--- src/pkg/facc_pkg.sv ---
// Constants, types and register map of the fan auto-control block.
// Assumes a 200 MHz core clock and word-indexed Wishbone registers.
package facc_pkg;
    // ****************************************************************
    // Register indices (byte address = 4 * index)
    // ****************************************************************
    localparam logic [7:0] IDX_STATUS = 8'h03;
    localparam logic [7:0] IDX_SPINUP = 8'h20;
    localparam logic [7:0] IDX_SPEED  = 8'h22;
    localparam logic [7:0] IDX_FILTER = 8'h23;
    localparam logic [7:0] IDX_LOCAL  = 8'h24;
    localparam logic [7:0] IDX_REMOTE = 8'h25;
    localparam logic [7:0] IDX_OTREV  = 8'h3F;

    // ****************************************************************
    // Reset values and field positions
    // ****************************************************************
    localparam logic [7:0] RST_SPEED  = 8'h05;
    localparam logic [7:0] RST_FILTER = 8'h50;
    localparam logic [7:0] RST_LOCAL  = 8'h41;
    localparam logic [7:0] RST_REMOTE = 8'h61;
    localparam logic [7:0] RST_SPINUP = 8'h05;
    localparam logic       RST_OT_EN  = 1'b1;
    localparam int F_SPIN_DIS = 7;
    localparam int F_RAMP_LSB = 5;
    localparam int F_RATE_LSB = 2;
    localparam int F_FILT_EN  = 0;
    localparam int F_TMIN_LSB = 3;
    localparam int F_OT_EN    = 7;
    localparam int F_AUTO_EN  = 7;
    localparam int F_EXT_FLAG = 7;

    // ****************************************************************
    // Timing and scaling
    // ****************************************************************
    localparam longint CLK_HZ        = 200_000_000;
    localparam longint SPIN_UNIT_MS  = 200;
    localparam longint SPIN_UNIT_CYC = SPIN_UNIT_MS * CLK_HZ / 1000;
    localparam longint UPD_DEF_S     = 1;
    localparam longint UPD_DEF_CYC   = UPD_DEF_S * CLK_HZ;
    localparam longint PWM_FREQ_MHZ  = 31_250;
    localparam longint PWM_SLOTS     = 16;
    localparam longint PWM_SLOT_CYC  = CLK_HZ * 1000 / (PWM_FREQ_MHZ * PWM_SLOTS);
    localparam logic [3:0] DUTY_MAX  = 4'hF;
    localparam logic [2:0] SPAN_MAX  = 3'h4;
    localparam logic [3:0] SPAN_K    = 4'hD;

    // ****************************************************************
    // Types
    // ****************************************************************
    typedef enum logic [1:0] {
        FS_IDLE = 2'b00,
        FS_SPIN = 2'b01,
        FS_RUN  = 2'b10
    } facc_fan_state_t;

    typedef struct packed {
        logic [3:0] base;
        logic       spin_dis;
        logic [1:0] ramp;
        logic [2:0] rate;
        logic       filt_en;
        logic [4:0] l_tmin;
        logic [2:0] l_span;
        logic [4:0] r_tmin;
        logic [2:0] r_span;
        logic       ot_en;
        logic       auto_en;
        logic [2:0] spin_code;
    } facc_cfg_t;
endpackage

--- src/rtl/facc_top.sv ---
// Fan auto-control: config registers, spin-up, ramp, overtemp and PWM.
// Assumes a classic Wishbone master and synchronous pin inputs.
`timescale 1ns/1ps
`default_nettype none

module facc_top
    import facc_pkg::*;
#(
    parameter logic [31:0] SPIN_CYC = 32'(SPIN_UNIT_CYC),
    parameter logic [31:0] UPD_CYC  = 32'(UPD_DEF_CYC),
    parameter logic [31:0] SLOT_CYC = 32'(PWM_SLOT_CYC),
    parameter logic [3:0]  REVISION = 4'h1
) (
    input  wire logic        clk,
    input  wire logic        reset_n,
    input  wire logic        wb_cyc_i,
    input  wire logic        wb_stb_i,
    input  wire logic        wb_we_i,
    input  wire logic [9:0]  wb_adr_i,
    input  wire logic [3:0]  wb_sel_i,
    input  wire logic [31:0] wb_dat_i,
    output logic      [31:0] wb_dat_o,
    output logic             wb_ack_o,
    input  wire logic [7:0]  local_temp,
    input  wire logic [7:0]  remote_temp,
    input  wire logic        overtemp_req,
    input  wire logic        therm_i,
    output logic             therm_o,
    output logic             therm_oe_n,
    output logic             pwm_out
);
    // ****************************************************************
    // Helpers
    // ****************************************************************
    function automatic logic [3:0] auto_level(input logic [7:0] temp,
                                              input logic [4:0] tmin,
                                              input logic [2:0] span,
                                              input logic [3:0] base);
        logic [7:0]  t0;
        logic [2:0]  sc;
        logic [7:0]  d;
        logic [11:0] inc;
        logic [11:0] sum;
        t0  = {1'b0, tmin, 2'b00};
        sc  = (span > SPAN_MAX) ? SPAN_MAX : span;
        d   = temp - t0;
        inc = (12'(d) * 12'(SPAN_K)) >> (sc + 3'h2);
        sum = 12'(base) + inc;
        if (temp <= t0) begin
            auto_level = base;
        end else if (d >= 8'(8'h05 << sc)) begin
            auto_level = DUTY_MAX;
        end else begin
            auto_level = (sum > 12'(DUTY_MAX)) ? DUTY_MAX : sum[3:0];
        end
    endfunction

    function automatic logic [31:0] spin_limit(input logic [2:0] code);
        logic [5:0] mult;
        case (code)
            3'h0: mult = 6'h01;
            3'h1: mult = 6'h02;
            3'h2: mult = 6'h03;
            3'h3: mult = 6'h04;
            3'h4: mult = 6'h05;
            3'h5: mult = 6'h0A;
            3'h6: mult = 6'h14;
            default: mult = 6'h28;
        endcase
        spin_limit = 32'(longint'(mult) * longint'(SPIN_CYC));
    endfunction

    // ****************************************************************
    // Register file and Wishbone slave
    // ****************************************************************
    logic [3:0]  speed_q;
    logic [7:0]  filter_q;
    logic [7:0]  local_q;
    logic [7:0]  remote_q;
    logic [7:0]  spinup_q;
    logic        ot_en_q;
    logic        ext_flag_q;
    logic [31:0] rdata_q;
    logic        ack_q;
    facc_cfg_t   cfg;

    wire logic [7:0] idx     = wb_adr_i[9:2];
    wire logic       req     = wb_cyc_i & wb_stb_i & ~ack_q;
    wire logic       done    = wb_cyc_i & wb_stb_i & ack_q;
    wire logic       wr      = done & wb_we_i & wb_sel_i[0];
    wire logic [7:0] wd      = wb_dat_i[7:0];
    wire logic       st_read = done & ~wb_we_i & (idx == IDX_STATUS);
    logic [7:0]      rd_byte;

    always_comb begin
        case (idx)
            IDX_STATUS: rd_byte = {ext_flag_q, 7'h00};
            IDX_SPINUP: rd_byte = spinup_q;
            IDX_SPEED:  rd_byte = {4'h0, speed_q};
            IDX_FILTER: rd_byte = filter_q;
            IDX_LOCAL:  rd_byte = local_q;
            IDX_REMOTE: rd_byte = remote_q;
            IDX_OTREV:  rd_byte = {ot_en_q, 3'h0, REVISION};
            default:    rd_byte = 8'h00;
        endcase
    end

    always_ff @(posedge clk or negedge reset_n) begin
        if (!reset_n) begin
            ack_q   <= 1'b0;
            rdata_q <= 32'h00000000;
        end else begin
            ack_q   <= req;
            rdata_q <= req ? {24'h000000, rd_byte} : 32'h00000000;
        end
    end

    // Writes land on the edge where the master samples ack
    always_ff @(posedge clk or negedge reset_n) begin
        if (!reset_n) begin
            speed_q  <= RST_SPEED[3:0];
            filter_q <= RST_FILTER;
            local_q  <= RST_LOCAL;
            remote_q <= RST_REMOTE;
            spinup_q <= RST_SPINUP;
            ot_en_q  <= RST_OT_EN;
        end else if (wr) begin
            if (idx == IDX_SPEED)  speed_q  <= wd[3:0];
            if (idx == IDX_FILTER) filter_q <= wd;
            if (idx == IDX_LOCAL)  local_q  <= wd;
            if (idx == IDX_REMOTE) remote_q <= wd;
            if (idx == IDX_SPINUP) spinup_q <= {wd[F_AUTO_EN], 4'h0, wd[2:0]};
            if (idx == IDX_OTREV)  ot_en_q  <= wd[F_OT_EN];
        end
    end

    assign cfg.base      = speed_q;
    assign cfg.spin_dis  = filter_q[F_SPIN_DIS];
    assign cfg.ramp      = filter_q[F_RAMP_LSB +: 2];
    assign cfg.rate      = filter_q[F_RATE_LSB +: 3];
    assign cfg.filt_en   = filter_q[F_FILT_EN];
    assign cfg.l_tmin    = local_q[F_TMIN_LSB +: 5];
    assign cfg.l_span    = local_q[2:0];
    assign cfg.r_tmin    = remote_q[F_TMIN_LSB +: 5];
    assign cfg.r_span    = remote_q[2:0];
    assign cfg.ot_en     = ot_en_q;
    assign cfg.auto_en   = spinup_q[F_AUTO_EN];
    assign cfg.spin_code = spinup_q[2:0];

    // ****************************************************************
    // Overtemp pin and status flag
    // ****************************************************************
    logic            drive_q;
    wire logic       ext_low = ~therm_i & ~drive_q;
    // Set beats the read-clear so no external event is lost
    wire logic       flag_d  = ext_low | (ext_flag_q & ~st_read);

    always_ff @(posedge clk or negedge reset_n) begin
        if (!reset_n) begin
            drive_q    <= 1'b0;
            ext_flag_q <= 1'b0;
            therm_oe_n <= 1'b1;
        end else begin
            drive_q    <= overtemp_req;
            ext_flag_q <= flag_d;
            therm_oe_n <= ~overtemp_req;
        end
    end

    // ****************************************************************
    // Sampling tick and automatic target
    // ****************************************************************
    logic [35:0]     upd_cnt_q;
    logic [3:0]      auto_q;
    wire logic [35:0] upd_lim = ({4'h0, UPD_CYC} << 4) >> cfg.rate;
    wire logic       upd_tick = (upd_cnt_q >= upd_lim - 36'h1);
    wire logic [3:0] l_lvl = auto_level(local_temp, cfg.l_tmin, cfg.l_span, cfg.base);
    wire logic [3:0] r_lvl = auto_level(remote_temp, cfg.r_tmin, cfg.r_span, cfg.base);
    wire logic [3:0] cmd   = cfg.auto_en ? auto_q : cfg.base;

    always_ff @(posedge clk or negedge reset_n) begin
        if (!reset_n) begin
            upd_cnt_q <= 36'h000000000;
            auto_q    <= RST_SPEED[3:0];
        end else begin
            upd_cnt_q <= upd_tick ? 36'h000000000 : upd_cnt_q + 36'h1;
            if (upd_tick) auto_q <= (l_lvl > r_lvl) ? l_lvl : r_lvl;
        end
    end

    // ****************************************************************
    // Spin-up state machine
    // ****************************************************************
    facc_fan_state_t  st_q;
    facc_fan_state_t  st_d;
    logic [31:0]      spin_cnt_q;
    wire logic        spin_end = (spin_cnt_q >= spin_limit(cfg.spin_code) - 32'h1);

    always_comb begin
        case (st_q)
            FS_IDLE: st_d = (cmd == 4'h0) ? FS_IDLE :
                            (cfg.spin_dis ? FS_RUN : FS_SPIN);
            FS_SPIN: st_d = (cmd == 4'h0) ? FS_IDLE :
                            (spin_end ? FS_RUN : FS_SPIN);
            FS_RUN:  st_d = (cmd == 4'h0) ? FS_IDLE : FS_RUN;
            default: st_d = FS_IDLE;
        endcase
    end

    always_ff @(posedge clk or negedge reset_n) begin
        if (!reset_n) begin
            st_q       <= FS_IDLE;
            spin_cnt_q <= 32'h00000000;
        end else begin
            st_q       <= st_d;
            spin_cnt_q <= (st_q == FS_SPIN) ? spin_cnt_q + 32'h1 : 32'h00000000;
        end
    end

    // ****************************************************************
    // Ramp, full-speed override and PWM
    // ****************************************************************
    logic [31:0]     presc_q;
    logic [3:0]      slot_q;
    logic [3:0]      lvl_q;
    wire logic       slot_end = (presc_q >= SLOT_CYC - 32'h1);
    wire logic       per_end  = slot_end & (slot_q == DUTY_MAX);
    wire logic [4:0] step     = 5'(5'h01 << cfg.ramp);
    wire logic [4:0] up_v     = 5'(lvl_q) + step;
    wire logic [4:0] dn_v     = 5'(lvl_q) - step;
    logic [3:0]      ramp_v;

    always_comb begin
        if (cmd > lvl_q) begin
            ramp_v = (up_v >= 5'(cmd)) ? cmd : up_v[3:0];
        end else begin
            ramp_v = (dn_v[4] || dn_v[3:0] <= cmd) ? cmd : dn_v[3:0];
        end
    end

    // Own pin assertion forces full only when enabled; external ignored while drive_q is set
    wire logic full = (drive_q & cfg.ot_en) | ext_low
                    | (st_q == FS_SPIN);
    wire logic [3:0] duty = full ? DUTY_MAX : ((st_q == FS_IDLE) ? 4'h0 : lvl_q);

    always_ff @(posedge clk or negedge reset_n) begin
        if (!reset_n) begin
            presc_q <= 32'h00000000;
            slot_q  <= 4'h0;
            lvl_q   <= 4'h0;
            pwm_out <= 1'b0;
        end else begin
            presc_q <= slot_end ? 32'h00000000 : presc_q + 32'h1;
            if (slot_end) slot_q <= slot_q + 4'h1;
            // Level only moves at period ends to avoid runt pulses
            if (per_end) lvl_q <= cfg.filt_en ? ramp_v : cmd;
            pwm_out <= (duty == DUTY_MAX) | (slot_q < duty);
        end
    end

    assign wb_ack_o   = ack_q;
    assign wb_dat_o   = rdata_q;
    assign therm_o    = 1'b0;
endmodule

`default_nettype wire

--- config.mk ---
export PLATFORM = sky130hd
export DESIGN_NAME = facc_top
export DESIGN_NICKNAME = d
export VERILOG_FILES = /design/src/pkg/facc_pkg.sv /design/src/rtl/facc_top.sv
export SDC_FILE = /design/constraint.sdc
export NUM_CORES = 1
export LEC_CHECK = 0
export ABC_AREA = 1
export ABC_CLOCK_PERIOD_IN_PS = 7000
export BUFFER_PORTS_ARGS = -buffer_cell sky130_fd_sc_hd__buf_2
export CAP_MARGIN = 40
export CORE_MARGIN = 2
export CORE_UTILIZATION = 35
export CTS_CLUSTER_DIAMETER = 80
export DETAILED_ROUTE_END_ITERATION = 10
export GPL_TIMING_DRIVEN = 0
export PLACE_DENSITY = 0.54
export SLEW_MARGIN = 40
export SYNTH_ARGS = -nofsm -noshare
export SYNTH_HDL_FRONTEND = slang
export SYNTH_SLANG_ARGS = --single-unit
--- constraint.sdc ---
create_clock -name clk -period 7 [get_ports clk]
set_input_delay 0.35 -clock clk [delete_from_list [all_inputs] [get_ports clk]]
set_output_delay 0.35 -clock clk [all_outputs]
set_load 0.01 [all_outputs]
# == Yosys cells after proc, flatten, opt, wreduce, memory -nomap -nowiden ==
# Cells that the tools add are included.
# totals
ff_bits,160
input_bits,69
# classes
n_lt_le_gt_ge,16
n_shift,6
n_mul,3
n_bitwise,21
reduce_logical,10
addsub,14
n_mux,28
n_eq_ne,17
# op_table
operator,n
adder 32 x 1 -> 32 bit (second input constant),2
2-to-1 mux 32 bit,2
2-to-1 mux 4 bit,14
case mux 8 bit (7 select lines),1
== test 8 x 6 -> 1 bit (second input constant),6
case mux 6 bit (7 select lines),1
adder 36 x 1 -> 36 bit (second input constant),1
greater-or-equal comparator 36 bit,1
2-to-1 mux 36 bit,1
right shift 32 x 3 -> 36 bit (first input constant),1
subtractor 36 x 1 -> 36 bit (second input constant),1
greater-or-equal comparator 32 x 19 -> 1 bit (second input constant),1
greater-or-equal comparator 32 bit,1
subtractor 32 x 1 -> 32 bit (second input constant),1
adder 4 x 12 -> 12 bit,2
greater-than comparator 12 x 4 -> 1 bit (second input constant),2
multiplier 8 x 4 -> 12 bit (second input constant),2
right shift 12 x 3 -> 12 bit,2
multiplier 6 x 17 -> 23 bit (second input constant),1
greater-or-equal comparator 8 bit,2
<= comparator 8 x 7 -> 1 bit,2
<< shifter 3 x 3 -> 8 bit (first input constant),2
subtractor 8 x 7 -> 8 bit,2
AND reduction 2 bit,6
other kinds (28),58

# == Longest topological paths before layout ==
# depth
ltp_word,11
mapped_depth,45
ltp_nobuf,45

# == Worst setup path before layout ==
# No wires, ideal clock.
# synth_path
path_type,register to register
start,register remote_q[5]
end,register auto_q[3]
arrival_time_ns,5.821
stages_incl_launch_ff,38
slack_ns,1.062
required_ns,6.882
setup_ns,0.118
period_less_slack_ns,5.938
path_cell_list,dfstp_2 -> inv_1 -> ha_1 -> clkbuf_1 -> nand2_1 -> o21ai_1 -> xor2_1 -> ha_1 -> ha_1 -> xor2_1 -> ha_1 -> nand3_1 -> nand3_1 -> and2_1 -> nand2_1 -> o21a_1 -> o21ai_0 -> inv_1 -> (+2 left out) -> nand3_1 -> nand2_1 -> nand3_1 -> nand3_1 -> a21oi_1 -> nand3_1 -> nor2_1 -> nand3_1 -> and2_1 -> ha_1 -> nor2_1 -> o21ai_0 -> a32oi_1 -> inv_1 -> nand3_1 -> nand2_1 -> nand2_1 -> nand2_1
# synth_between
elab_chain_len,10
# synth_rtl
item,line_no,text
start: declaration,facc_top.sv:79,logic [7:0] remote_q;
start signal: assignment,facc_top.sv:131,if (idx == IDX_REMOTE) remote_q <= wd;
subtractor 8 x 7 -> 8 bit,facc_top.sv:46,d = temp - t0;
multiplier 8 x 4 -> 12 bit,facc_top.sv:47,inc = (12'(d) * 12'(SPAN_K)) >> (sc + 3'h2);
right shift 12 x 3 -> 12 bit,facc_top.sv:47,
adder 4 x 12 -> 12 bit,facc_top.sv:48,sum = 12'(base) + inc;
greater-than comparator 12 x 4 -> 1 bit,facc_top.sv:54,auto_level = (sum > 12'(DUTY_MAX)) ? DUTY_MAX : sum[3:0];
2-to-1 mux 4 bit,facc_top.sv:54,
2-to-1 mux 4 bit,facc_top.sv:51,end else if (d >= 8'(8'h05 << sc)) begin
2-to-1 mux 4 bit *,facc_top.sv:49,if (temp <= t0) begin
greater-than comparator 4 bit,facc_top.sv:187,if (upd_tick) auto_q <= (l_lvl > r_lvl) ? l_lvl : r_lvl;
2-to-1 mux 4 bit *,facc_top.sv:187,
end signal: assignment,facc_top.sv:184,auto_q <= RST_SPEED[3:0];
end signal: assignment,facc_top.sv:187,
end: declaration,facc_top.sv:174,logic [3:0] auto_q;
# Mark *: on every way between the ends. The rest lies on a longest branch, timed or not.
# A chain may end at the register's enable or synchronous reset.

# == Worst setup path in the final report ==
# layout_path
start,register local_q[3]
end,register auto_q[3]
# layout_between
elab_chain_len,10
# layout_rtl
item,line_no,text
start: declaration,facc_top.sv:78,logic [7:0] local_q;
start signal: assignment,facc_top.sv:130,if (idx == IDX_LOCAL) local_q <= wd;
subtractor 8 x 7 -> 8 bit,facc_top.sv:46,
multiplier 8 x 4 -> 12 bit,facc_top.sv:47,
right shift 12 x 3 -> 12 bit,facc_top.sv:47,
adder 4 x 12 -> 12 bit,facc_top.sv:48,
greater-than comparator 12 x 4 -> 1 bit,facc_top.sv:54,
2-to-1 mux 4 bit,facc_top.sv:54,
2-to-1 mux 4 bit,facc_top.sv:51,
2-to-1 mux 4 bit *,facc_top.sv:49,
greater-than comparator 4 bit,facc_top.sv:187,
2-to-1 mux 4 bit *,facc_top.sv:187,
# Marked as above.

==> reports/qor.txt <==
Number of buffers added on ports: 50
Unique cell type count in the Yosys netlist: 62
Final cycle utilization of the critical path: 0.9285
HPWL after DPL: 29310 um
Maximum fanout encountered on the critical timing path: 4
Relative max-transition margin: 0.4506
Commonest register cell after synthesis: dfrtp_1
Depth of the CTS H-tree: 4
Crit-path slowest cell: fa_1
Number of DRC markers after the initial detailed-route iteration: 664
Cell Area, Synth: 14290 sq um
Global-route wire length before repair: 61130 um
Number of synthesized register bits: 160
Hold endpoint: therm_oe_n
DRC violations left: 0
Die width: 206.1 um
Post-Synth Adder-Cell Area: 0.1902
Buffer type at the clock tree root: clkbuf_16
Share of the synthesized area in compound gates (AO/OA/AOI/OAI): 0.1134
Number of cells produced by synthesis: 1966
Final RePlAce weighted congestion: 0.8589
Worst skew pair latency: 0.44 ns
Antenna violation net count after detailed routing: 0
Depth of the worst register-to-register path: 38
Crit-path max cell delay: 0.54 ns
Number of antenna violations at the first check in global routing: 0
Post-route met1 wirelength: 18050 um
Total length of routed met2 wires: 16190 um
Final count of pins violating max slew: 0
Share of the yosys chip area belonging to registers: 0.2815
Routed via count: 12700
VDD IR max: 0.1633 mV
Chip height: 206.1 um
Clock buffer count from CTS: 17
Static Leak: 8.150 nW
Data arrival time of the critical path: 6.83 ns
Kind of end point of the critical path: register
Number of top-level pins: 105
Fraction of layout cells with a size suffix above 1: 0.09359
Tightest Pin Transition: 0.8166 ns
Placement row count: 74
Crit-path most repeated cell: nand2_1
Max Fclk: 0.1539 GHz
Clock tree skew after final layout: 0.01190 ns
Number of nets at the end of the flow: 2368
Area of the core: 40550 sq um
Final hold violation count: 0
Die Outline Area: 42460 sq um
Ant diodes: 0
Max Root-Sink Buffers: 2
Startpoint types: register
Yosys warning total: 0
Post-synthesis to final-layout area growth: 13.37%
Worst Hold Launch: overtemp_req
Vias in the first global route: 12480
Tightest hold margin: 0.03182 ns
Hold/Removal Path Class: primary input to register
Hold Path Depth: 2
WL per Instance: 13.65 um
Share of synthesized flip-flops with an asynchronous set or reset: 1.000
Reg2Reg Capture Point: auto_q[3]
Endpoint required time on the critical path: 7.33 ns
Dominant combinational cell family by area after synthesis: simple AND/OR/NAND/NOR gates
Initial core utilization: 0.3524
Maximum capacitance violations: 0
Final critical-path required period: 6.499 ns
Clock tree from TritonCTS: done
Critical register-to-register path startpoint: local_q[3]
Detailed route wirelength on metal3: 1165 um
Share of cell area taken by muxes after synthesis: 0.0007005
Slack of the worst reg-to-reg path: 0.50 ns
Largest net degree at the start of global routing: 71
Status: finished clean
Post-synth EDFFs: 0
Share of the synthesized netlist area taken by xor and xnor gates: 0.03984
Post-CTS clock slew at the launch and capture registers of the worst setup and hold paths: 0.07 ns
Setup TNS: 0 ns
Vias per cell: 4.816
Top layer reached by signal wires: met4
Sinks on Clock Net: 160
Simple logic cell fraction of the synthesized area: 0.2755
Finished Core Util: 0.3995
Global route total overflow: 0
Final count of negative-setup-slack endpoints: 0
Post-detailed-routing wire length: 36000 um
Critical path class: register to register
Total routing usage reported by global routing: 0.1780
Pwr dens: 161.9 nW/um^2
First drt pass iteration count: 5
Mean instance size in the synthesized netlist: 7.269 sq um
-- power by group --
| part | switching (mW) | total [mW] | internal (mW) |
|---|---|---|---|
| logic | 0.419 | 0.678 | 0.259 |
| clock network | 0.434 | 0.974 | 0.540 |
| registers | 0.0196 | 0.970 | 0.950 |
| total | 0.873 | 2.62 | 1.75 |
-- metrics by stage --
step	power, mW	instances	cell area [sq um]	setup WS [ns]
final	2.622	2637	16200	0.5005
after global placement	1.635	2590	15360	0.03800
after global routing	2.813	2637	16200	-0.01465
after floorplan	1.480	2008	14450	1.062
after CTS	2.640	2625	16050	0.05247
after detailed placement	1.649	2592	15430	-0.04838
-- worst max path at each step --
stage | slack [ns] | from | endpoint
final | 0.50 | local_q[3] | auto_q[3]
after global routing | -0.01 | remote_q[3] | auto_q[3]
after CTS | 0.05 | remote_q[5] | auto_q[3]
after detailed placement | -0.05 | remote_q[5] | auto_q[3]
after global placement | 0.04 | spinup_q[0] | st_q[1]
after floorplan | 1.06 | remote_q[5] | auto_q[3]
-- synthesized netlist by cell type (all sizes together), types with 7 or more instances --
cell type / count / area share
o21ai: 113 / 0.040
nand4: 36 / 0.016
dfrtp: 145 / 0.25
a21oi: 113 / 0.040
xnor2: 23 / 0.014
nand2: 439 / 0.12
nor3b: 11 / 0.0058
nor4: 12 / 0.0057
inv: 301 / 0.079
xor2: 42 / 0.026
clkbuf: 12 / 0.0032
buf: 32 / 0.016
nand3: 132 / 0.049
nor2: 203 / 0.056
ha: 190 / 0.17
nor3: 47 / 0.018
o211ai: 7 / 0.0037
dfstp: 15 / 0.028
fa: 17 / 0.024
-- flip-flops by register name (all words and copies together) (netlist names) --
name        count
ot_en_q         1
therm_oe_n      1
spinup_q        4
ext_flag_q      1
presc_q        32
upd_cnt_q      36
auto_q          4
pwm_out         1
speed_q         4
slot_q          4
local_q         8
spin_cnt_q     32
lvl_q           4
wb_ack_o        1
drive_q         1
st_q            2
filter_q        8
wb_dat_o        8
remote_q        8
-- logic make-up after synthesis --
| group | Yosys count |
|---|---|
| AND/OR/NAND/NOR | 896 |
| buffers and inverters | 347 |
| AO/OA/AOI/OAI | 288 |
| adder cells (fa/ha/maj) | 207 |
| flip-flops | 160 |
| XOR/XNOR | 65 |
| other | 2 |
| multiplexers | 1 |
-- repair_timing --
item | CTS | global route
setup endpoints to repair | 3 | 6
pin swaps | 0 | 6
resized for setup | 1 | 13
endpoints found under the hold margin | 22 | 0
buffers inserted | 0 | 13
hold buffers | 1 | 0
-- cell usage in the layout, fill, tap and decap left out, types with 5 or more instances in the layout --
cell       instances
inv_2              5
a21oi_1          113
o211ai_1           7
o21ai_1            9
dfrtp_1          145
inv_1            296
nor2_1           193
nor3_1            43
nand3_1          123
nand4_1           35
o21a_1             5
xnor2_1           23
o22ai_1            5
clkbuf_1          11
nand2_1          433
xor2_2             5
clkbuf_16         17
a22oi_1            5
ha_1             189
nor4_1            11
nor3b_1           11
o21ai_0          101
a31oi_1            6
nand3_2            9
fa_1              17
inv_6              5
nand2_2            5
xor2_1            37
conb_1            44
dfstp_2           15
buf_4             39
nor2_2             7
or2_2              6
buf_2             54
-- area by class of cell --
type                    instances  area, sq um
fillers                      4280        24350
flip-flops and latches        160         4023
multi-input cells            1501         9089
clock buffers                  17        425.4
repair buffers                 66        422.9
inverters                     303         1137
plain buffers                  43        265.3
well taps                     532        665.6
clock inverters                15        172.7
-- worst max-delay path, delay by kind of cell, from the launching register on --
| family | cells | cell delay, ns |
|---|---|---|
| compound gates | 5 | 0.75 |
| xor+xnor | 1 | 0.36 |
| fa+ha+maj | 6 | 2.40 |
| buf+inv | 5 | 0.39 |
| flops | 1 | 0.48 |
| simple gates | 21 | 2.00 |
-- per-layer routing --
layer  up-vias  GRT usage
li1       6646          -
met1      5851     0.2430
met2       180     0.2977
met3        24    0.02491
met4         0    0.04082
met5         -          0
Power figures use the tool's default switching activity.
